$ cat src/pkg/evp_pkg.sv
// constants, state type and helpers of the exception vector unit
// assumes one core clock of 250 MHz and a synchronous active-high reset
package evp_pkg;

	localparam int VEC_W = 6;
	localparam int ADDR_W = 16;
	localparam int NUM_VEC = 34;
	localparam int CNT_W = 5;

	// vector numbers of the sources
	localparam logic [VEC_W-1:0] VEC_RESET = 6'h00;
	localparam logic [VEC_W-1:0] VEC_NMI = 6'h07;
	localparam logic [VEC_W-1:0] VEC_TRAP0 = 6'h08;
	localparam logic [VEC_W-1:0] VEC_TRAP3 = 6'h0b;
	localparam logic [VEC_W-1:0] VEC_BREAK = 6'h0c;
	localparam logic [VEC_W-1:0] VEC_SLEEP = 6'h0d;
	localparam logic [VEC_W-1:0] VEC_REQ_ZERO = 6'h0e;
	localparam logic [VEC_W-1:0] VEC_REQ_THREE = 6'h11;
	localparam logic [VEC_W-1:0] VEC_WAKEUP = 6'h12;
	localparam logic [VEC_W-1:0] VEC_MTIMER = 6'h15;
	localparam logic [VEC_W-1:0] VEC_TIMER8 = 6'h16;
	localparam logic [VEC_W-1:0] VEC_SER_ONE = 6'h17;
	localparam logic [VEC_W-1:0] VEC_ADC = 6'h19;
	localparam logic [VEC_W-1:0] VEC_SER_TWO = 6'h20;
	localparam logic [VEC_W-1:0] VEC_SER_THREE = 6'h21;

	// vectors 1 to 6 and 20 never carry a source
	localparam logic [NUM_VEC-1:0] RSVD_MASK = 34'h00010007e;

	// source group widths
	localparam int MTIMER_EV = 5;
	localparam int TIMER8_EV = 3;
	localparam int SER_EV = 4;

	// watchdog reset hold time
	localparam int CLK_PERIOD_NS = 4;
	localparam int WDT_RST_NS = 64;
	localparam int WDT_RST_CYCLES =
		(WDT_RST_NS + CLK_PERIOD_NS - 1) / CLK_PERIOD_NS;
	localparam logic [CNT_W-1:0] CNT_ZERO = 5'h00;
	localparam logic [CNT_W-1:0] CNT_ONE = 5'h01;

	typedef enum logic [1:0] {
		EVP_RESET,
		EVP_RUN,
		EVP_VECTOR
	} evp_state_t;

	// two bytes per vector, address is twice the number
	function automatic logic [ADDR_W-1:0] vec_addr(
		input logic [VEC_W-1:0] v
	);
		vec_addr = {{(ADDR_W-VEC_W-1){1'b0}}, v, 1'b0};
	endfunction

	function automatic logic [VEC_W-1:0] trap_vec(input logic [1:0] n);
		trap_vec = VEC_TRAP0 + {4'h0, n};
	endfunction

	function automatic logic is_trap(input logic [VEC_W-1:0] v);
		is_trap = (v >= VEC_TRAP0) && (v <= VEC_TRAP3);
	endfunction

endpackage

$ cat src/logic/evp_exception_unit.sv
// exception and interrupt vectoring: reset, trap, sleep, break,
// nonmaskable and maskable interrupts ranked onto one vector request
// assumes core pulses i_instr_done at each instruction or exception end
// and pulses i_vec_ack when it has taken the offered vector
`timescale 1ns/100ps
module evp_exception_unit #(
	parameter bit HAS_LVD = 1'b1,
	parameter bit HAS_SER_THREE = 1'b1
) (
	// clock and reset
	input wire logic i_core_clk,
	input wire logic i_rst,
	// reset sources
	input wire logic i_reset_pin_n,
	input wire logic i_wdt_overflow,
	// core side
	input wire logic i_prog_exec,
	input wire logic i_instr_done,
	input wire logic i_condition_code_reg_i,
	input wire logic i_software_trap_instr,
	input wire logic [1:0] i_trap_num,
	input wire logic i_sleep_direct,
	input wire logic i_vec_ack,
	// nonmaskable sources, one-cycle pulses
	input wire logic i_nmi,
	input wire logic i_addr_break,
	// maskable sources, levels held by the source
	input wire logic i_ext_request_pin_zero,
	input wire logic i_low_voltage,
	input wire logic i_ext_request_pin_three,
	input wire logic i_wakeup_pins,
	input wire logic [evp_pkg::MTIMER_EV-1:0] i_mtimer_ev,
	input wire logic [evp_pkg::TIMER8_EV-1:0] i_timer8_ev,
	input wire logic [evp_pkg::SER_EV-1:0] i_serial_channel_one_ev,
	input wire logic [evp_pkg::SER_EV-1:0] i_serial_channel_two_ev,
	input wire logic [evp_pkg::SER_EV-1:0] i_serial_channel_three_ev,
	input wire logic i_adc_done,
	// vector request to the core
	output logic o_chip_reset,
	output logic o_exc_req,
	output logic [evp_pkg::VEC_W-1:0] o_vec_num,
	output logic [evp_pkg::ADDR_W-1:0] o_vec_addr
);
	import evp_pkg::*;

	evp_state_t state;
	evp_state_t next_state;
	logic [CNT_W-1:0] rst_cnt;
	logic [CNT_W-1:0] next_rst_cnt;
	logic next_chip_reset;
	logic next_exc_req;
	logic [VEC_W-1:0] next_vec_num;
	logic [ADDR_W-1:0] next_vec_addr;

	logic nmi_pend;
	logic brk_pend;
	logic slp_pend;
	logic trap_pend;
	logic [1:0] trap_sel;
	logic next_nmi_pend;
	logic next_brk_pend;
	logic next_slp_pend;
	logic next_trap_pend;
	logic [1:0] next_trap_sel;

	logic [NUM_VEC-1:0] req;
	logic win_valid;
	logic [VEC_W-1:0] win_vec;
	logic reset_cause;
	logic served;

	assign reset_cause = !i_reset_pin_n || i_wdt_overflow;
	assign served = (state == EVP_VECTOR) && i_vec_ack;

	// request vector, unmasked sources first
	always_comb begin
		req = '0;
		req[VEC_NMI] = nmi_pend;
		req[trap_vec(trap_sel)] = trap_pend;
		req[VEC_BREAK] = brk_pend;
		req[VEC_SLEEP] = slp_pend;
		if (!i_condition_code_reg_i) begin
			req[VEC_REQ_ZERO] = i_ext_request_pin_zero ||
				(HAS_LVD && i_low_voltage);
			req[VEC_REQ_THREE] = i_ext_request_pin_three;
			req[VEC_WAKEUP] = i_wakeup_pins;
			req[VEC_MTIMER] = |i_mtimer_ev;
			req[VEC_TIMER8] = |i_timer8_ev;
			req[VEC_SER_ONE] = |i_serial_channel_one_ev;
			req[VEC_ADC] = i_adc_done;
			req[VEC_SER_TWO] = |i_serial_channel_two_ev;
			req[VEC_SER_THREE] = HAS_SER_THREE &&
				(|i_serial_channel_three_ev);
		end
		req = req & ~RSVD_MASK;
	end

	// lowest number wins
	evp_prio_enc evp_prio_enc_i (
		.i_req(req),
		.o_valid(win_valid),
		.o_vec(win_vec)
	);

	// pending latches: a new event wins over the clear of its service
	always_comb begin
		next_nmi_pend = nmi_pend;
		next_brk_pend = brk_pend;
		next_slp_pend = slp_pend;
		next_trap_pend = trap_pend;
		next_trap_sel = trap_sel;
		if (state == EVP_RESET) begin
			next_nmi_pend = 1'b0;
			next_brk_pend = 1'b0;
			next_slp_pend = 1'b0;
			next_trap_pend = 1'b0;
		end else begin
			if (served && o_vec_num == VEC_NMI) begin
				next_nmi_pend = 1'b0;
			end
			if (served && o_vec_num == VEC_BREAK) begin
				next_brk_pend = 1'b0;
			end
			if (served && o_vec_num == VEC_SLEEP) begin
				next_slp_pend = 1'b0;
			end
			if (served && is_trap(o_vec_num)) begin
				next_trap_pend = 1'b0;
			end
			if (i_nmi) begin
				next_nmi_pend = 1'b1;
			end
			if (i_addr_break) begin
				next_brk_pend = 1'b1;
			end
			if (i_sleep_direct) begin
				next_slp_pend = 1'b1;
			end
			if (i_software_trap_instr && i_prog_exec) begin
				next_trap_pend = 1'b1;
				next_trap_sel = i_trap_num;
			end
		end
	end

	always_ff @(posedge i_core_clk) begin
		if (i_rst) begin
			nmi_pend <= 1'b0;
			brk_pend <= 1'b0;
			slp_pend <= 1'b0;
			trap_pend <= 1'b0;
			trap_sel <= 2'h0;
		end else begin
			nmi_pend <= next_nmi_pend;
			brk_pend <= next_brk_pend;
			slp_pend <= next_slp_pend;
			trap_pend <= next_trap_pend;
			trap_sel <= next_trap_sel;
		end
	end

	// sequencer: reset, run, offer vector
	always_comb begin
		next_state = state;
		next_rst_cnt = rst_cnt;
		next_chip_reset = o_chip_reset;
		next_exc_req = o_exc_req;
		next_vec_num = o_vec_num;
		next_vec_addr = o_vec_addr;
		if (reset_cause) begin
			next_state = EVP_RESET;
			next_chip_reset = 1'b1;
			next_exc_req = 1'b0;
			if (i_wdt_overflow) begin
				next_rst_cnt = CNT_W'(WDT_RST_CYCLES);
			end
		end else begin
			case (state)
				EVP_RESET: begin
					if (rst_cnt > CNT_ONE) begin
						next_rst_cnt = rst_cnt - CNT_ONE;
					end else begin
						next_rst_cnt = CNT_ZERO;
						next_state = EVP_VECTOR;
						next_chip_reset = 1'b0;
						next_exc_req = 1'b1;
						next_vec_num = VEC_RESET;
						next_vec_addr = vec_addr(VEC_RESET);
					end
				end
				EVP_RUN: begin
					if (i_instr_done && win_valid) begin
						next_state = EVP_VECTOR;
						next_exc_req = 1'b1;
						next_vec_num = win_vec;
						next_vec_addr = vec_addr(win_vec);
					end
				end
				EVP_VECTOR: begin
					if (i_vec_ack) begin
						next_state = EVP_RUN;
						next_exc_req = 1'b0;
					end
				end
				default: begin
					next_state = EVP_RESET;
					next_chip_reset = 1'b1;
					next_exc_req = 1'b0;
				end
			endcase
		end
	end

	always_ff @(posedge i_core_clk) begin
		if (i_rst) begin
			state <= EVP_RESET;
			rst_cnt <= CNT_ZERO;
			o_chip_reset <= 1'b1;
			o_exc_req <= 1'b0;
			o_vec_num <= VEC_RESET;
			o_vec_addr <= '0;
		end else begin
			state <= next_state;
			rst_cnt <= next_rst_cnt;
			o_chip_reset <= next_chip_reset;
			o_exc_req <= next_exc_req;
			o_vec_num <= next_vec_num;
			o_vec_addr <= next_vec_addr;
		end
	end
endmodule

$ cat src/logic/evp_prio_enc.sv
// fixed-priority encoder: the lowest set request number wins
// assumes reserved request bits already forced low by the caller
`timescale 1ns/100ps
module evp_prio_enc (
	// request vector
	input wire logic [evp_pkg::NUM_VEC-1:0] i_req,
	// winner
	output logic o_valid,
	output logic [evp_pkg::VEC_W-1:0] o_vec
);
	import evp_pkg::*;

	always_comb begin
		o_valid = |i_req;
		o_vec = VEC_RESET;
		for (int i = NUM_VEC - 1; i >= 0; i--) begin
			if (i_req[i]) begin
				o_vec = VEC_W'(i);
			end
		end
	end

endmodule

$ cat config.mk
export PLATFORM = sky130hd
export DESIGN_NAME = evp_exception_unit
export DESIGN_NICKNAME = d
export VERILOG_FILES = /design/src/pkg/evp_pkg.sv /design/src/logic/evp_exception_unit.sv /design/src/logic/evp_prio_enc.sv
export SDC_FILE = /design/constraint.sdc
export NUM_CORES = 1
export LEC_CHECK = 0
export ABC_AREA = 1
export BUFFER_PORTS_ARGS = -buffer_cell sky130_fd_sc_hd__buf_2
export CORE_MARGIN = 10
export CORE_UTILIZATION = 30
export DETAILED_ROUTE_END_ITERATION = 10
export PLACE_DENSITY = 0.56
export REMOVE_ABC_BUFFERS = 1
export SYNTH_ARGS = -nofsm -noshare
export SYNTH_HDL_FRONTEND = slang
export SYNTH_SLANG_ARGS = --single-unit
$ cat constraint.sdc
create_clock -name i_core_clk -period 1.46 [get_ports i_core_clk]
set_input_delay 0.219 -clock i_core_clk [delete_from_list [all_inputs] [get_ports i_core_clk]]
set_output_delay 0.219 -clock i_core_clk [all_outputs]
set_load 0.02 [all_outputs]
* Word-level counts from Yosys, hierarchy flattened
Index checks and enable logic that the tools add are counted.
Storage, ports and cells: input bits 39, word-level logic and storage cells 126, register bits after elaboration 37
Cells by class: equality and inequality tests 9, bitwise gates (word level) 3, add/sub/neg operators 2, reduce and logical (&&, ||, !) cells 33, muxes and demuxes 63, order comparisons 5
Operators with widths (number):
- 2-to-1 mux 6 bit | 29
- bitwise mux 34 bit | 1
- 2-to-1 mux 16 bit | 2
- case mux 16 bit (2 select lines) | 1
- OR reduction 27 bit | 1
- 2-to-1 mux 5 bit | 4
- 2-to-1 mux 1 bit | 15
- == test 6 x 4 -> 1 bit, second input constant | 2
- case mux 6 bit (2 select lines) | 1
- nonzero test 2 bit | 6
- OR reduction 4 bit | 3
- 2-to-1 mux 2 bit | 5
- logical AND 1 bit | 9
- != test 2 bit, second input constant | 4
- less-than comparator 5 x 7 -> 1 bit, second input constant | 1
- demux 1 bit (select 6 bit) | 1
- == test 6 x 3 -> 1 bit, second input constant | 1
- >= comparator 6 x 4 -> 1 bit, second input constant | 1
- <= comparator 6 x 4 -> 1 bit, second input constant | 1
- case mux 2 bit (3 select lines) | 1
- AND reduction 2 bit | 3
- OR reduction 2 bit | 3
- adder 4 x 2 -> 5 bit, first input constant | 1
- >= comparator 5 x 1 -> 1 bit, second input constant | 1
- 15 further kinds | 18

* Logic depth before layout (Yosys ltp)
depth in word-level cells 36, depth in mapped cells 15, depth with buffers taken out 15

* Modules after synthesis
Synthesis repeated with hierarchy kept, for this count alone.
Unflattened totals: cell total of the unflattened synthesis 316, area total of the unflattened synthesis 1869.3 um^2
Modules (own cells, without submodules):
- evp_exception_unit | cells an instance 201, times used 1, area each 1365.1 um^2
- evp_prio_enc | cells an instance 115, times used 1, area each 504.2 um^2

* Least setup slack after synthesis
OpenSTA, ideal clock, no wires.
path type register -> register, start register rst_cnt[1], end register rst_cnt[2], period minus slack after synthesis 1.449 ns, cell stages (with the launch flop) 13, data arrival time 1.379 ns, path buffers 0, setup slack 0.011 ns, data required time 1.390 ns, cell sequence dfxtp_1 > inv_2 > ha_1 > inv_1 > nand2_1 > and3_1 > nor2_1 > inv_2 > nor2_2 > inv_2 > a21oi_1 > o21ai_1 > a21oi_1
On the way: cells in the longest elaborated chain, start to end 4
Ends and longest elaborated chain:
- from (decl) | line evp_exception_unit.sv:48 | logic [CNT_W-1:0] rst_cnt;
- from (signal assigned) | line evp_exception_unit.sv:224 | rst_cnt <= next_rst_cnt;
- subtractor 5 x 1 -> 5 bit / greater-than comparator 5 x 1 -> 1 bit (equally long branches) | line evp_exception_unit.sv:181, evp_exception_unit.sv:180
- 2-to-1 mux 5 bit (*) | line evp_exception_unit.sv:180 | if (rst_cnt > CNT_ONE) begin
- 2-to-1 mux 5 bit (*) | line evp_exception_unit.sv:178 | case (state)
- 2-to-1 mux 5 bit (*) | line evp_exception_unit.sv:170 | if (reset_cause) begin
Every way passes the cells marked *; elsewhere a longest branch is shown, timed or not. The select of a mux whose other input is x is not followed. A chain may end at the register's enable or synchronous reset.

* Final worst setup path
Same ends and word-level chain as after synthesis.

==> results.sh <==
export IMPL_fillCellCount=530
export IMPL_htreeDepth=1
export IMPL_crit_arrival_ps=1650
export IMPL_synth_top_family_by_area="simple AND/OR/NAND/NOR gates"
export IMPL_drt_iter0_markers=41
export IMPL_fin_util_pct=43.7
export IMPL_crit_path_top_delay_cell="dfxtp_2"
export IMPL_syn_to_final_growth_pct=39.4
export IMPL_grt_max_degree=13
export IMPL_drv_slew=0
export IMPL_ios=63
export IMPL_drive_above_1_share_pct=46.0
export IMPL_synthSimpleGateAreaFrac_pct=32.1
export IMPL_num_rows=25
export IMPL_ys_types=35
export IMPL_synthTopCellsByArea="dfxtp_1 28%, nand2_1 15%, buf_4 7.9%"
export IMPL_min_path_type="in2reg"
export IMPL_die_area_mm2=0.00828
export IMPL_overflow=0
export IMPL_vias=1563
export IMPL_hpwl_mm=3.40
export IMPL_syn_area_mm2=0.00151
export IMPL_drv_cap=0
export IMPL_hold_viol=0
export IMPL_synth_compound_area_share_pct=17.5
export IMPL_port_buffers=52
export IMPL_wire_per_inst_um=11.3
export IMPL_ant_nets=0
export IMPL_critPathLaunchType="flip-flop"
export IMPL_synth_fa_ha_area_share_pct=4.14
export IMPL_clkTransAtPathRegs_ps=80
export IMPL_die_x_um=91.0
export IMPL_routed_via_density=4.28
export IMPL_synthCells=229
export IMPL_seq_area_frac_synth_pct=27.8
export IMPL_avgSynthCellArea_um2=6.60
export IMPL_yosysWarnings=0
export IMPL_required_ps=1660
export IMPL_track_usage_pct=8.92
export IMPL_yosysTopAreaCell="dfxtp_1"
export IMPL_clock_path_buffers=2
export IMPL_initial_utilization_pct=31.4
export IMPL_post_synth_mux_area_share_pct=0
export IMPL_nets=343
export IMPL_root_buffer="clkbuf_8"
export IMPL_setup_violations=0
export IMPL_period_needed_ps=1450
export IMPL_grt_pass1_wl_mm=6.31
export IMPL_dr_pass1_iters=4
export IMPL_critical_path_max_stage_delay_ps=340
export IMPL_vdd_drop_max_mv=0.480
export IMPL_clock_skew_ps=3.28
export IMPL_rsz0062_at_grt="yes"
export IMPL_power_density_mw_per_mm2=701
export IMPL_drt_total_wl_mm=4.13
export IMPL_cp_num_buf_inv=4
export IMPL_n_antenna_cell=0
export IMPL_die_y_um=91.0
export IMPL_cp_end_kind="flip-flop"
export IMPL_fmax_mhz=690
export IMPL_cts_sinks=21
export IMPL_tns_ps=0
export IMPL_power_leakage_uw=0.00101
export IMPL_coreArea_mm2=0.00482
export IMPL_drc_errors=0
export IMPL_antenna_found_initial=0
export IMPL_synth_top_area_share_pct=27.8
export IMPL_status="finished clean"
export IMPL_clk_latency_ps=260
export IMPL_grt_pass1_vias=1437
export IMPL_cp_cell_sequence="inv_2, ha_4, inv_2, nand2_1, and3_4, nor2_4, inv_4, nor2_4, inv_2, a21oi_2, o21ai_1, a21oi_1"
export IMPL_path_delay_family="simple AND/OR/NAND/NOR gates"
export IMPL_crit_path_frequent_cell="inv_2"
export IMPL_worstSetupPathType="reg2reg"
export IMPL_worst_path_max_fanout=3
export IMPL_synth_xor_area_share_pct=0.579
export IMPL_cts_buffers_inserted=3
export IMPL_cts_tree="done"
export IMPL_finalWeightedCongestion=0.769
export IMPL_synth_ff_latch_count=21
export IMPL_period_share_pct=99.3
[cells in the final DEF (no fill, tap or decap), drive strengths merged]
master / instances
buf: 74
o211ai: 1
nand3: 5
a31o: 1
o41ai: 1
dfxtp: 21
o31ai: 4
nor3: 3
inv: 34
clkinv: 1
nor2: 29
and3: 1
nand2: 68
xor2: 1
conb: 10
a31oi: 1
a221oi: 1
clkbuf: 3
o21ai: 12
nand4: 1
a2bb2oi: 1
nor3b: 2
ha: 5
a21oi: 18
[stage by stage]
stage	hold WS [ps]	std cells	setup slack, ps	area [um^2]	power (uW)
2_1_floorplan	281	220	11.4	1410	876
3_3_place_gp	443	358	-96.4	1900	1020
3_5_place_dp	449	358	-155	1900	1020
4_1_cts	173	363	3.93	1980	1440
5_1_grt	190	365	-133	2110	1560
6_report	176	365	10.2	2110	1480
[final timing paths]
| path | end | cells after the start | startpoint | slack [ps] |
|---|---|---|---|---|
| setup / recovery | rst_cnt[2] | 12 | rst_cnt[1] | 10 |
| hold / removal | trap_sel[1] | 3 | i_trap_num[1] | 180 |
| setup reg to reg | rst_cnt[2] | 12 | rst_cnt[1] | 10 |
| hold reg to reg | o_exc_req | 2 | o_exc_req | 480 |
[cells by family (layout without fill, tap and decap cells)]
group	after synthesis	in the layout
XOR/XNOR	1	1
other	1	10
AO/OA/AOI/OAI	40	40
adder cells (fa/ha/maj)	5	5
AND/OR/NAND/NOR	109	109
buffers and inverters	52	112
flip-flops	21	21
[layout make-up]
class | instances | area [um^2] | share of cell area (%)
Clock buffer | 3 | 41.3 | 1.96
Tap cell | 67 | 83.8 | 3.98
Timing Repair Buffer | 74 | 425 | 20.2
Sequential cell | 21 | 427 | 20.2
Multi-Input combinational cell | 165 | 987 | 46.9
Inverter | 34 | 138 | 6.53
Clock inverter | 1 | 5.00 | 0.238
[power breakdown]
group	total [uW]	internal [uW]	switching (uW)
registers	611	594	16.8
logic	483	202	281
clock network	383	190	192
total	1480	986	490
[timing repair]
action,CTS,global route
gates resized for setup,8,36
setup buffers,1,2
endpoints found under the setup margin,13,16
pin swaps,3,13
hold buffers,0,0
[cell usage after synthesis, drive strengths merged]
library cell,number
nand3,5
clkbuf,1
buf,17
nand2,68
o21ai,12
conb,1
a31o,1
nor3,3
and3,1
dfxtp,21
nor2,29
o41ai,1
a21oi,18
nand4,1
ha,5
xor2,1
o211ai,1
o31ai,4
a31oi,1
a221oi,1
inv,34
nor3b,2
a2bb2oi,1
[sequential cells by signal, indices dropped and copies added (netlist names)]
signal / count
slp_pend: 1
trap_sel: 2
state: 2
nmi_pend: 1
o_chip_reset: 1
rst_cnt: 5
o_exc_req: 1
brk_pend: 1
trap_pend: 1
o_vec_addr: 6
[worst reg2reg max path, cell delays in order (launching register included)]
cell and delay [ps]:
dfxtp_2 340, inv_2 50, ha_4 150, inv_2 30, nand2_1 40, and3_4 150
nor2_4 110, inv_4 60, nor2_4 110, inv_2 60, a21oi_2 100, o21ai_1 70
a21oi_1 100
[layer usage]
metal	up-vias	global-route usage, %	share of wire (%)	wire, um
met5	-	0	0	0
li1	835	-	-	-
met1	684	10.6	44	1810
met4	0	2.61	1.1	45
met3	5	3.05	7.6	313
met2	39	14.8	47	1960
No activity file was read; power rests on OpenSTA's default activity.
